==> config.mk <==
export PLATFORM = sky130hd
export DESIGN_NAME = dram_ctl
export DESIGN_NICKNAME = d
export VERILOG_FILES = /design/src/include/dram_ctl_pkg.sv /design/src/design/dram_ctl.sv
export VERILOG_INCLUDE_DIRS = /design/src /design/src/include
export SDC_FILE = /design/constraint.sdc
export NUM_CORES = 1
export LEC_CHECK = 0
export ABC_AREA = 0
export BUFFER_PORTS_ARGS = -buffer_cell sky130_fd_sc_hd__buf_4
export CAP_MARGIN = 20
export CORE_MARGIN = 10
export CORE_UTILIZATION = 29
export CTS_BUF_LIST = sky130_fd_sc_hd__clkbuf_4 sky130_fd_sc_hd__clkbuf_8 sky130_fd_sc_hd__clkbuf_16
export CTS_CLUSTER_DIAMETER = 30
export DETAILED_ROUTE_END_ITERATION = 7
export SYNTH_ARGS = -nofsm -noshare
export SYNTH_HDL_FRONTEND = slang
export SYNTH_SLANG_ARGS = --single-unit
export TNS_END_PERCENT = 10
==> constraint.sdc <==
create_clock -name core_clk_i -period 2.9 [get_ports core_clk_i]
set_input_delay 0.435 -clock core_clk_i [delete_from_list [all_inputs] [get_ports core_clk_i]]
set_output_delay 0.435 -clock core_clk_i [all_outputs]
set_load 0.02 [all_outputs]
==> src/include/dram_ctl_params.svh <==
/*
 what this file holds: timing figures, cycle counts and field limits of the 1k x 1 dynamic memory controller.
 what it assumes: a 10 MHz core clock (100 ns period); included by bare name.
*/
`ifndef DRAM_CTL_PARAMS_SVH
`define DRAM_CTL_PARAMS_SVH

// ----------------------------------------
// clock and array geometry
// ----------------------------------------
`define CLK_PERIOD_NS 100
`define ADDR_BITS 10
`define REFRESH_ROWS 32
`define ROW_BITS 5

// ----------------------------------------
// timing figures in ns, refresh period in ms
// ----------------------------------------
`define T_ADDR_SETUP_NS 115
`define T_ADDR_HOLD_NS 20
`define T_PRC_TO_SEL_NS 125
`define T_SEL_TO_PRC_NS 85
`define T_PRC_TO_END_MIN_NS 165
`define T_PRC_TO_END_MAX_NS 500
`define T_PRC_END_TO_DATA_NS 120
`define T_ACCESS_PRC_NS 310
`define T_WRITE_CYCLE_NS 580
`define T_DATA_SETUP_NS 105
`define T_DATA_HOLD_NS 10
`define T_REFRESH_MS 2

// ----------------------------------------
// cycle counts: least times round up, longest round down
// ----------------------------------------
`define CEIL_CYC(ns) (((ns) + `CLK_PERIOD_NS - 1) / `CLK_PERIOD_NS)
`define FLOOR_CYC(ns) ((ns) / `CLK_PERIOD_NS)
`define C_ADDR_SETUP `CEIL_CYC(`T_ADDR_SETUP_NS)
`define C_ADDR_HOLD `CEIL_CYC(`T_ADDR_HOLD_NS)
`define C_PRC_TO_SEL `CEIL_CYC(`T_PRC_TO_SEL_NS)
`define C_SEL_TO_PRC `CEIL_CYC(`T_SEL_TO_PRC_NS)
`define C_PRC_TO_END_MIN `CEIL_CYC(`T_PRC_TO_END_MIN_NS)
`define C_PRC_TO_END_MAX `FLOOR_CYC(`T_PRC_TO_END_MAX_NS)
`define C_PRC_END_TO_DATA `CEIL_CYC(`T_PRC_END_TO_DATA_NS)
`define C_WRITE_CYCLE `CEIL_CYC(`T_WRITE_CYCLE_NS)
`define C_DATA_SETUP `CEIL_CYC(`T_DATA_SETUP_NS)
`define C_DATA_HOLD `CEIL_CYC(`T_DATA_HOLD_NS)
// 2 ms sweep in cycles; kept as default of a top parameter
`define C_REFRESH_PERIOD ((`T_REFRESH_MS * 1000000) / `CLK_PERIOD_NS)

`endif

==> src/include/dram_ctl_pkg.sv <==
/*
 what this file holds: types for the dynamic memory controller.
 what it assumes: nothing beyond a SystemVerilog compiler.
*/
package dram_ctl_pkg;

    // user request to the controller
    typedef struct packed {
        logic write;
        logic read_modify;
        logic [9:0] word_address;
        logic data;
    } mem_req_t;

    // pins toward the memory package
    typedef struct packed {
        logic [9:0] word_address;
        logic precharge_strobe;
        logic package_select;
        logic write_strobe;
        logic data_in;
    } mem_pins_t;

    // cycle sequencer states, one-hot
    typedef enum logic [6:0] {
        ST_IDLE = 7'h01,
        ST_ADDR = 7'h02,
        ST_PRC = 7'h04,
        ST_SEL = 7'h08,
        ST_WSTB = 7'h10,
        ST_SAMPLE = 7'h20,
        ST_REC = 7'h40
    } seq_state_t;

endpackage : dram_ctl_pkg

==> src/design/dram_ctl.sv <==
/*
 what this file holds: host-side controller that runs read, write, read-modify-write and refresh cycles
 on a 1024 x 1 dynamic memory package through its strobes.
 what it assumes: one 10 MHz clock; the memory's data line comes from outside and is OR-tied, so it is
 synchronised here; the user holds a request until it is accepted.
*/
`timescale 1ns/1ps
`include "dram_ctl_params.svh"

module dram_ctl #(
    parameter int REFRESH_PERIOD = `C_REFRESH_PERIOD,
    parameter int PRC_TO_END = `C_PRC_TO_END_MIN + 1
) (
    input wire logic core_clk_i,
    input wire logic rst_b_i,
    input wire logic req_valid_i,
    input wire dram_ctl_pkg::mem_req_t req_i,
    output logic req_ready_o,
    output logic rsp_valid_o,
    output logic rsp_data_o,
    output logic busy_o,
    output logic refresh_active_o,
    output logic [9:0] mem_word_address_o,
    output logic mem_precharge_strobe_o,
    output logic mem_package_select_o,
    output logic mem_write_strobe_o,
    output logic mem_data_in_o,
    input wire logic mem_data_out_i
);

    // ----------------------------------------
    // elaboration checks
    // ----------------------------------------
    // two extra cycles cover the synchroniser on the data line
    localparam int DATA_WAIT = `C_PRC_END_TO_DATA + 2;
    // select ends PRC_TO_END + 1 cycles after precharge rises
    if (PRC_TO_END + 1 < `C_PRC_TO_END_MIN || PRC_TO_END + 1 > `C_PRC_TO_END_MAX) begin : g_bad_end
        $error("PRC_TO_END outside the precharge-to-end window");
    end
    // data goes out as select rises and the strobe must rise inside the select
    if (PRC_TO_END < 1 + `C_DATA_SETUP || PRC_TO_END - 1 < `C_PRC_TO_SEL) begin : g_bad_setup
        $error("PRC_TO_END leaves no room for write data setup");
    end
    if (REFRESH_PERIOD < 4 * `REFRESH_ROWS * `C_WRITE_CYCLE) begin : g_bad_period
        $error("REFRESH_PERIOD too short for a sweep");
    end

    // ----------------------------------------
    // state and storage
    // ----------------------------------------
    dram_ctl_pkg::seq_state_t state;
    dram_ctl_pkg::seq_state_t next_state;
    dram_ctl_pkg::mem_pins_t pins;
    dram_ctl_pkg::mem_req_t cur;
    logic [9:0] cnt;
    logic [9:0] prc_age;
    logic [31:0] ref_timer;
    logic [`ROW_BITS-1:0] ref_row;
    logic [`ROW_BITS:0] ref_left;
    logic ref_cycle;
    logic sync1;
    logic sync2;
    logic sync3;
    logic rd_bit;

    // ----------------------------------------
    // decode
    // ----------------------------------------
    wire refresh_due = ref_left != '0;
    wire start = state == dram_ctl_pkg::ST_IDLE && (refresh_due || req_valid_i);
    wire take_user = start && !refresh_due;
    wire is_write = !ref_cycle && (cur.write || cur.read_modify);
    wire cnt_done = cnt == 10'h000;
    // strobe rises one cycle before the end, no earlier than the edge where precharge falls
    wire wstb_at = prc_age == 10'(PRC_TO_END - 1);
    wire end_at = prc_age == 10'(PRC_TO_END);
    // the old bit of a read-modify-write shows only after precharge ends, so it waits like a read
    wire rmw_sample = cur.read_modify && !ref_cycle;

    assign req_ready_o = take_user;
    assign busy_o = state != dram_ctl_pkg::ST_IDLE;
    assign refresh_active_o = ref_cycle && busy_o;
    assign mem_word_address_o = pins.word_address;
    assign mem_precharge_strobe_o = pins.precharge_strobe;
    assign mem_package_select_o = pins.package_select;
    assign mem_write_strobe_o = pins.write_strobe;
    assign mem_data_in_o = pins.data_in;

    // ----------------------------------------
    // next state
    // ----------------------------------------
    always_comb begin
        next_state = state;
        unique case (state)
            dram_ctl_pkg::ST_IDLE: begin
                if (start) next_state = dram_ctl_pkg::ST_ADDR;
            end
            // address settles before the precharge so setup to select is met
            dram_ctl_pkg::ST_ADDR: begin
                if (cnt_done) next_state = dram_ctl_pkg::ST_PRC;
            end
            dram_ctl_pkg::ST_PRC: begin
                if (cnt_done) next_state = dram_ctl_pkg::ST_SEL;
            end
            dram_ctl_pkg::ST_SEL: begin
                if (is_write && wstb_at) next_state = dram_ctl_pkg::ST_WSTB;
                else if (!is_write && end_at) next_state = dram_ctl_pkg::ST_SAMPLE;
            end
            dram_ctl_pkg::ST_WSTB: begin
                if (end_at) next_state = rmw_sample ? dram_ctl_pkg::ST_SAMPLE : dram_ctl_pkg::ST_REC;
            end
            dram_ctl_pkg::ST_SAMPLE: begin
                if (cnt_done) next_state = dram_ctl_pkg::ST_REC;
            end
            dram_ctl_pkg::ST_REC: begin
                if (cnt_done) next_state = dram_ctl_pkg::ST_IDLE;
            end
        endcase
    end

    // ----------------------------------------
    // data line synchroniser, change counts when stages 2 and 3 agree
    // ----------------------------------------
    always_ff @(posedge core_clk_i) begin
        if (!rst_b_i) begin
            sync1 <= 1'b0;
            sync2 <= 1'b0;
            sync3 <= 1'b0;
            rd_bit <= 1'b0;
        end else begin
            sync1 <= mem_data_out_i;
            sync2 <= sync1;
            sync3 <= sync2;
            if (sync2 == sync3) rd_bit <= sync3;
        end
    end

    // ----------------------------------------
    // refresh scheduler: a sweep of 32 row reads every period
    // ----------------------------------------
    always_ff @(posedge core_clk_i) begin
        if (!rst_b_i) begin
            ref_timer <= '0;
            ref_left <= '0;
            ref_row <= '0;
        end else begin
            if (ref_timer == 32'(REFRESH_PERIOD - 1)) begin
                ref_timer <= '0;
                ref_left <= (`ROW_BITS+1)'(`REFRESH_ROWS);
            end else begin
                ref_timer <= ref_timer + 32'h0000_0001;
            end
            // a sweep still running at the period tick restarts; period is checked long enough
            if (start && refresh_due && ref_timer != 32'(REFRESH_PERIOD - 1)) begin
                ref_left <= ref_left - 1'b1;
                ref_row <= ref_row + 1'b1;
            end
        end
    end

    // ----------------------------------------
    // sequencer registers
    // ----------------------------------------
    always_ff @(posedge core_clk_i) begin
        if (!rst_b_i) begin
            state <= dram_ctl_pkg::ST_IDLE;
            cnt <= '0;
            prc_age <= '0;
            cur <= '0;
            ref_cycle <= 1'b0;
        end else begin
            state <= next_state;
            prc_age <= pins.precharge_strobe || state == dram_ctl_pkg::ST_SEL
                || state == dram_ctl_pkg::ST_WSTB ? prc_age + 10'h001 : 10'h000;
            if (!cnt_done) cnt <= cnt - 10'h001;
            if (start) begin
                ref_cycle <= refresh_due;
                // refresh is a plain read of one row, which keeps the cell intact
                cur <= refresh_due ? dram_ctl_pkg::mem_req_t'{write: 1'h0, read_modify: 1'h0,
                    word_address: {5'h00, ref_row}, data: 1'h0} : req_i;
                cnt <= 10'(`C_ADDR_SETUP - `C_PRC_TO_SEL);
            end
            unique case (next_state)
                dram_ctl_pkg::ST_PRC: if (state != dram_ctl_pkg::ST_PRC) cnt <= 10'(`C_PRC_TO_SEL - 1);
                dram_ctl_pkg::ST_SAMPLE: if (state != dram_ctl_pkg::ST_SAMPLE) cnt <= 10'(DATA_WAIT);
                dram_ctl_pkg::ST_REC: begin
                    // cycle time covers both precharge gap and the long write cycle
                    if (state != dram_ctl_pkg::ST_REC)
                        cnt <= is_write ? 10'(`C_WRITE_CYCLE - PRC_TO_END)
                            : 10'(`C_SEL_TO_PRC);
                end
                default: ;
            endcase
        end
    end

    // ----------------------------------------
    // pin drive: all registered
    // ----------------------------------------
    always_ff @(posedge core_clk_i) begin
        if (!rst_b_i) begin
            pins <= '0;
        end else begin
            if (start) pins.word_address <= refresh_due ? {5'h00, ref_row} : req_i.word_address;
            if (next_state == dram_ctl_pkg::ST_PRC) pins.precharge_strobe <= 1'b1;
            // precharge ends one cycle after select rises, while select still stands: the
            // memory latches its output at that fall only when it is selected
            if (state == dram_ctl_pkg::ST_SEL && prc_age == 10'(`C_PRC_TO_SEL))
                pins.precharge_strobe <= 1'h0;
            // write data goes out with the select, two cycles ahead of the strobe end
            if (next_state == dram_ctl_pkg::ST_SEL && state == dram_ctl_pkg::ST_PRC) begin
                pins.package_select <= 1'h1;
                if (is_write) pins.data_in <= cur.data;
            end
            if (next_state == dram_ctl_pkg::ST_WSTB)
                pins.write_strobe <= 1'h1;
            // strobe and select fall together; data and address held past them
            if (end_at && state != dram_ctl_pkg::ST_IDLE) begin
                pins.package_select <= 1'b0;
                pins.write_strobe <= 1'b0;
            end
            if (next_state == dram_ctl_pkg::ST_IDLE && state == dram_ctl_pkg::ST_REC)
                pins.data_in <= 1'b0;
        end
    end

    // ----------------------------------------
    // read answer: sampled after the output delay has passed
    // ----------------------------------------
    always_ff @(posedge core_clk_i) begin
        if (!rst_b_i) begin
            rsp_valid_o <= 1'b0;
            rsp_data_o <= 1'b0;
        end else begin
            rsp_valid_o <= 1'b0;
            if (state == dram_ctl_pkg::ST_SAMPLE && cnt_done && !ref_cycle) begin
                rsp_valid_o <= 1'b1;
                rsp_data_o <= rd_bit;
            end
        end
    end

endmodule : dram_ctl

Word-level counts from Yosys, hierarchy flattened
Index checks and enable logic that the tools add are counted.
- add/subtract/negate cells: 5
- equality and inequality tests: 22
- muxes and demuxes: 22
- bitwise logic cells: 1
- reductions and logical operators: 31
- operators with widths (operator ; count):
    $mux W7 ; 9
    $mux W10 ; 6
    $pmux W7 S7 ; 1
    $add A32 B1 Y32 const B ; 1
    $eq A32 B15 Y1 const B ; 1
    $ne A32 B15 Y1 const B ; 1
    $pmux W10 S3 ; 1
    $eq A10 B2 Y1 const B ; 2
    $logic_and A1 B1 Y1 ; 15
    $eq A7 B1 Y1 const B ; 2
    $eq A7 B3 Y1 const B ; 2
    $eq A7 B4 Y1 const B ; 2
    $eq A7 B5 Y1 const B ; 2
    $eq A7 B6 Y1 const B ; 2
    $eq A7 B7 Y1 const B ; 2
    $mux W13 ; 1
    $mux W6 ; 2
    $add A10 B1 Y10 const B ; 1
    $logic_not A10 Y1 ; 1
    $sub A10 B1 Y10 const B ; 1
    $reduce_or A2 Y1 ; 4
    $eq A7 B2 Y1 const B ; 1
    $ne A7 B1 Y1 const B ; 1
    $ne A7 B3 Y1 const B ; 1
    other kinds (13) ; 19
- flip-flop bits (word level): 94
- bits of input ports: 17
- output and inout bits: 19
- logic and storage cells: 102

Longest topological paths before layout
- depth after elaboration: 10
- gate-level depth with buffers: 9
- gate-level depth less buffers: 8

Worst setup path after synthesis
No wires, ideal clock.
- path kind: register to register
- from: register cnt[0]
- to: register cnt[2]
- library setup time: 86 ps
- arrival: 2184 ps
- required time: 2814 ps
- path slack: 630 ps
- stages on the path, launching flop included: 9
- buffers on the path: 0
- clock period less this slack: 2270 ps
- path through: dfxtp_1 -> inv_1 -> ha_1 -> or4b_1 -> nor3_4 -> o32ai_1 -> a21oi_4 -> a311oi_4 -> a221oi_2
- cells in the longest elaborated chain, start to end: 5
- elaborated cells on any way between the ends: 16
- those cells by class: add/sub: 1; eq/ne: 3; mux: 11; reduce/logical: 1
- ends and longest elaborated chain (element ; RTL line ; RTL):
    from (decl) ; dram_ctl.sv:55 ; logic [9:0] cnt;
    from (signal assigned) ; dram_ctl.sv:175 ; if (!cnt_done) cnt <= cnt - 10'h001;
    from (signal assigned) ; dram_ctl.sv:181 ; cnt <= 10'(`C_ADDR_SETUP - `C_PRC_TO_SEL);
    from (signal assigned) ; dram_ctl.sv:184 ; dram_ctl_pkg::ST_PRC: if (state != dram_ctl_pkg::ST_PRC) cnt <= 10'(`C_PRC_TO_SEL - 1);
    $sub A10 B1 Y10 / $logic_not A10 Y1 (equally long branches) ; dram_ctl.sv:175, dram_ctl.sv:73 ;
    $mux W10 (tied with other cells) ; dram_ctl.sv:175 ;
    $mux W10 / $pmux W7 S7 (equally long branches) ; dram_ctl.sv:176, dram_ctl.sv:94 ;
    $mux W10 (tied with other cells) ; dram_ctl.sv:188 ; if (state != dram_ctl_pkg::ST_REC)
    $pmux W10 S3 * ; dram_ctl.sv:183 ; unique case (next_state)
Every way passes the cells marked *; elsewhere a longest branch is shown, timed or not.
A chain may end at the register's enable or synchronous reset.

Final worst setup path
- from: register cnt[0]
- to: register cnt[4]
The elaborated chain is that of the path after synthesis.

==> flow_summary.toml <==
[drt]
detailedRoute.firstPassIterationCount = 5
detail_route.vias_per_cell = 5.02
vias = 3687
wirelength_um = 9750
ant_nets = 0
drt_first_iter_violations = 206
route.detailed.drc = 0
route.detailed.wl_per_inst_um = 13.3

[critical_path]
reg2reg_to = "cnt[4]"
critical_path.top_delay_family = "simple AND/OR/NAND/NOR gates"
critPathRequiredTime_ns = 3.11
critical_path_arrival_ns = 2.87
path_cells = "inv_1 > ha_1 > or4b_1 > nor3_4 > nor4_1 > a211o_1 > a31oi_2 > nor3_1"
worstRegToRegCells = 8
critPathMaxStageDelay_ns = 0.55
timing.reg2reg.setup_slack_ns = 0.24
critical_path_buffers_and_inverters = 1
r2r-start = "cnt[0]"
worstPathMaxFanout = 9
setup.worst_path.end_class = "flop"
critical_path.slowest_cell = "or4b_1"
crit_path_start_kind = "flop"
worst-setup-path-type = "reg -> reg"

[power]
seq_power_share_pct = 38.2
combinationalPowerShare_pct = 35.0
vdd_drop_max_mv = 0.428
cellPowerDensity_nw_per_um2 = 842
power.switching_fraction_pct = 37.7
cellInternalPower_mw = 2.68
power_switching_mw = 1.62
power.leakage_nw = 1.88
clock_power_share_pct = 26.8

[global_route]
groute.usage.overall_pct = 9.54
grt_max_degree = 38
globalRoute.totalOverflow = 0
initial_antenna_violation_count = 0
number_of_global_route_vias_before_repair = 3572
grt_first_pass_wirelength_um = 16600

[timing]
final.setup_skew_ns = 0.00736
worstMarginPinSlew_ns = 0.944
setup-tns-final_ns = 0
report.final.setup_viol = 0
achievable-frequency_ghz = 0.376
period_share_pct = 91.6
setup_repair_after_global_routing_missed_its_margin = "no"
final_min_period_ns = 2.66
slew-limit-headroom_pct = 36.5
final_worst_setup_slack_ns = 0.243
timing.final.hold_violations = 0
timing.final.max_slew_violations = 0

[floorplanning]
floorplan.initialDensity_pct = 29.8
die_x_extent_um = 142
core_area_sq_um = 14600
io-pin-count = 36
placementRows = 44
die_height_um = 142
design.die.area_sq_um = 20300

[clock_network]
postCtsResizedCells = 0
cts_tree = "done"
clkLatencyLatePin_ns = 0.34
post-cts-setup-buffer-count = 0
clk_root_buffer_cell = "clkbuf_16"
tritoncts_num_sinks = 94
cts-hold-fix-buffers = 0
max_h_tree_level = 3
clkSlewWorstSetupHoldPaths_ns = 0.07
numCtsBuffers = 9
ctsLongestPathBuffers = 2

[logic_synthesis]
syn-instance-count = 511
synth.top_cells.by_area = "dfxtp_1 43%, nor2_1 6.6%, xor2_1 5.6%, nand2_1 4.1%, xnor2_1 4.0%"
yosysSeqAreaShare_pct = 43.3
synth_top_cell_area_share_pct = 43.3
yosysTopAreaCell = "dfxtp_1"
synth_fp_nets = 534
synth_commonest_cells = "94 x dfxtp_1, 77 x nor2_1, 47 x nand2_1, 28 x xor2_1, 25 x nand3_1"
synth-seq-cells = 94
synth-async-reset-ratio_pct = 0
number_of_enable_type_register_cells_in_the_synthesized_netlist = 0
synthesized_cell_area_sq_um = 4350
syn-mean-instance-area_sq_um = 8.51
synth_cell_types = 59
yosys_most_used_dff = "dfxtp_1"
cell_with_the_most_instances_after_synthesis = "dfxtp_1"
ys_warn_count = 0

[finish]
post_layout_net_count = 568
proportion_of_layout_cells_with_a_drive_suffix_above_1_pct = 12.9
final_util_pct = 35.0
insertedDiodeCount = 0
flow.area_growth_from_synthesis_pct = 17.4

[placed_design]
dp_worst_setup_slack_ns = 0.280
placer_congestion = 0.919
dp.final_hpwl_um = 6910
port_buffers = 35

[worst_hold_path]
worst_hold_start = "req_i[5]"
hold_path_cell_cnt = 3
min_path_type = "in -> reg"
worst_hold_path.endpoint = "mem_word_address_o[4]"

[run]
cap_violations = 0

[run_status]
run_status = "complete, no violations"
[layout by cell type, fill, tap and decap left out, drive strengths merged, types with 20 or more instances in the layout]
cell,Yosys,routed
nor2,78,78
o21ai,20,20
buf,10,42
xor2,28,28
inv,19,21
dfxtp,94,94
xnor2,20,20
nand3,25,25
a21oi,21,21
nand2,47,47
[area by class of cell]
class	count	area, sq um
Clock inverter	6	55.1
Multi-Input combinational cell	378	2310
Sequential cell	94	1880
Tap cell	184	230
Inverter	20	75.1
Timing Repair Buffer	42	315
Clock buffer	10	239
Fill cell	1465	9490
[power groups by stage]
stage | clock network [mW] | registers (mW) | logic, mW
2_1_floorplan | 0 | 1.64 | 1.12
3_3_place_gp | 0 | 1.66 | 1.47
3_5_place_dp | 0 | 1.67 | 1.49
4_1_cts | 1.18 | 1.64 | 1.50
5_1_grt | 1.24 | 1.67 | 1.68
6_report | 1.15 | 1.64 | 1.50
[registers in the layout (all words and copies together) (netlist names), 3 cells and up]
| signal | cells |
|---|---|
| prc_age | 10 |
| ref_row | 5 |
| cur | 3 |
| mem_word_address_o | 10 |
| ref_timer | 32 |
| ref_left | 6 |
| state | 7 |
| cnt | 10 |
[metal layers]
metal / track usage, % / share of wire, % / vias up
met3: 3.44 / 7.1 / 6
met5: 0 / 0 / -
met4: 3.04 / 0.76 / 0
met2: 14.2 / 43 / 102
li1: - / - / 1868
met1: 12.5 / 49 / 1711
[kinds of logic after synthesis]
group | Yosys count | share of synthesized area [%]
buffers and inverters | 39 | 3.63
muxes | 1 | 0.230
adders and majority gates | 6 | 1.73
and+or+nand+nor | 242 | 28.1
AOI/OAI and AO/OA | 81 | 13.3
DFF | 94 | 43.3
xor gates and xnor gates | 48 | 9.67
[worst reg2reg max path: stages, from the launching register on]
cell     delay, ns
dfxtp_1       0.34
inv_1         0.08
ha_1          0.20
or4b_1        0.55
nor3_4        0.35
nor4_1        0.22
a211o_1       0.34
a31oi_2       0.33
nor3_1        0.11
[through the flow]
stage,hold WS [ns],power [mW],instances,area (sq um)
after global routing,0.294,4.59,734,5100
after CTS,0.272,4.33,734,5100
after global placement,0.436,3.13,718,4810
final,0.279,4.30,734,5100
after floorplan,0.412,2.76,511,4350
after detailed placement,0.428,3.16,718,4810
[worst max path at each step]
stage                     cells past startpoint     end  slack, ns   start
after floorplan                               8  cnt[2]       0.63  cnt[0]
after global routing                          8  cnt[4]       0.07  cnt[0]
final                                         8  cnt[4]       0.24  cnt[0]
after global placement                        8  cnt[6]       0.41  cnt[0]
after detailed placement                      8  cnt[5]       0.28  cnt[0]
after CTS                                     8  cnt[4]       0.26  cnt[0]
(Power assumes the default switching activity.)
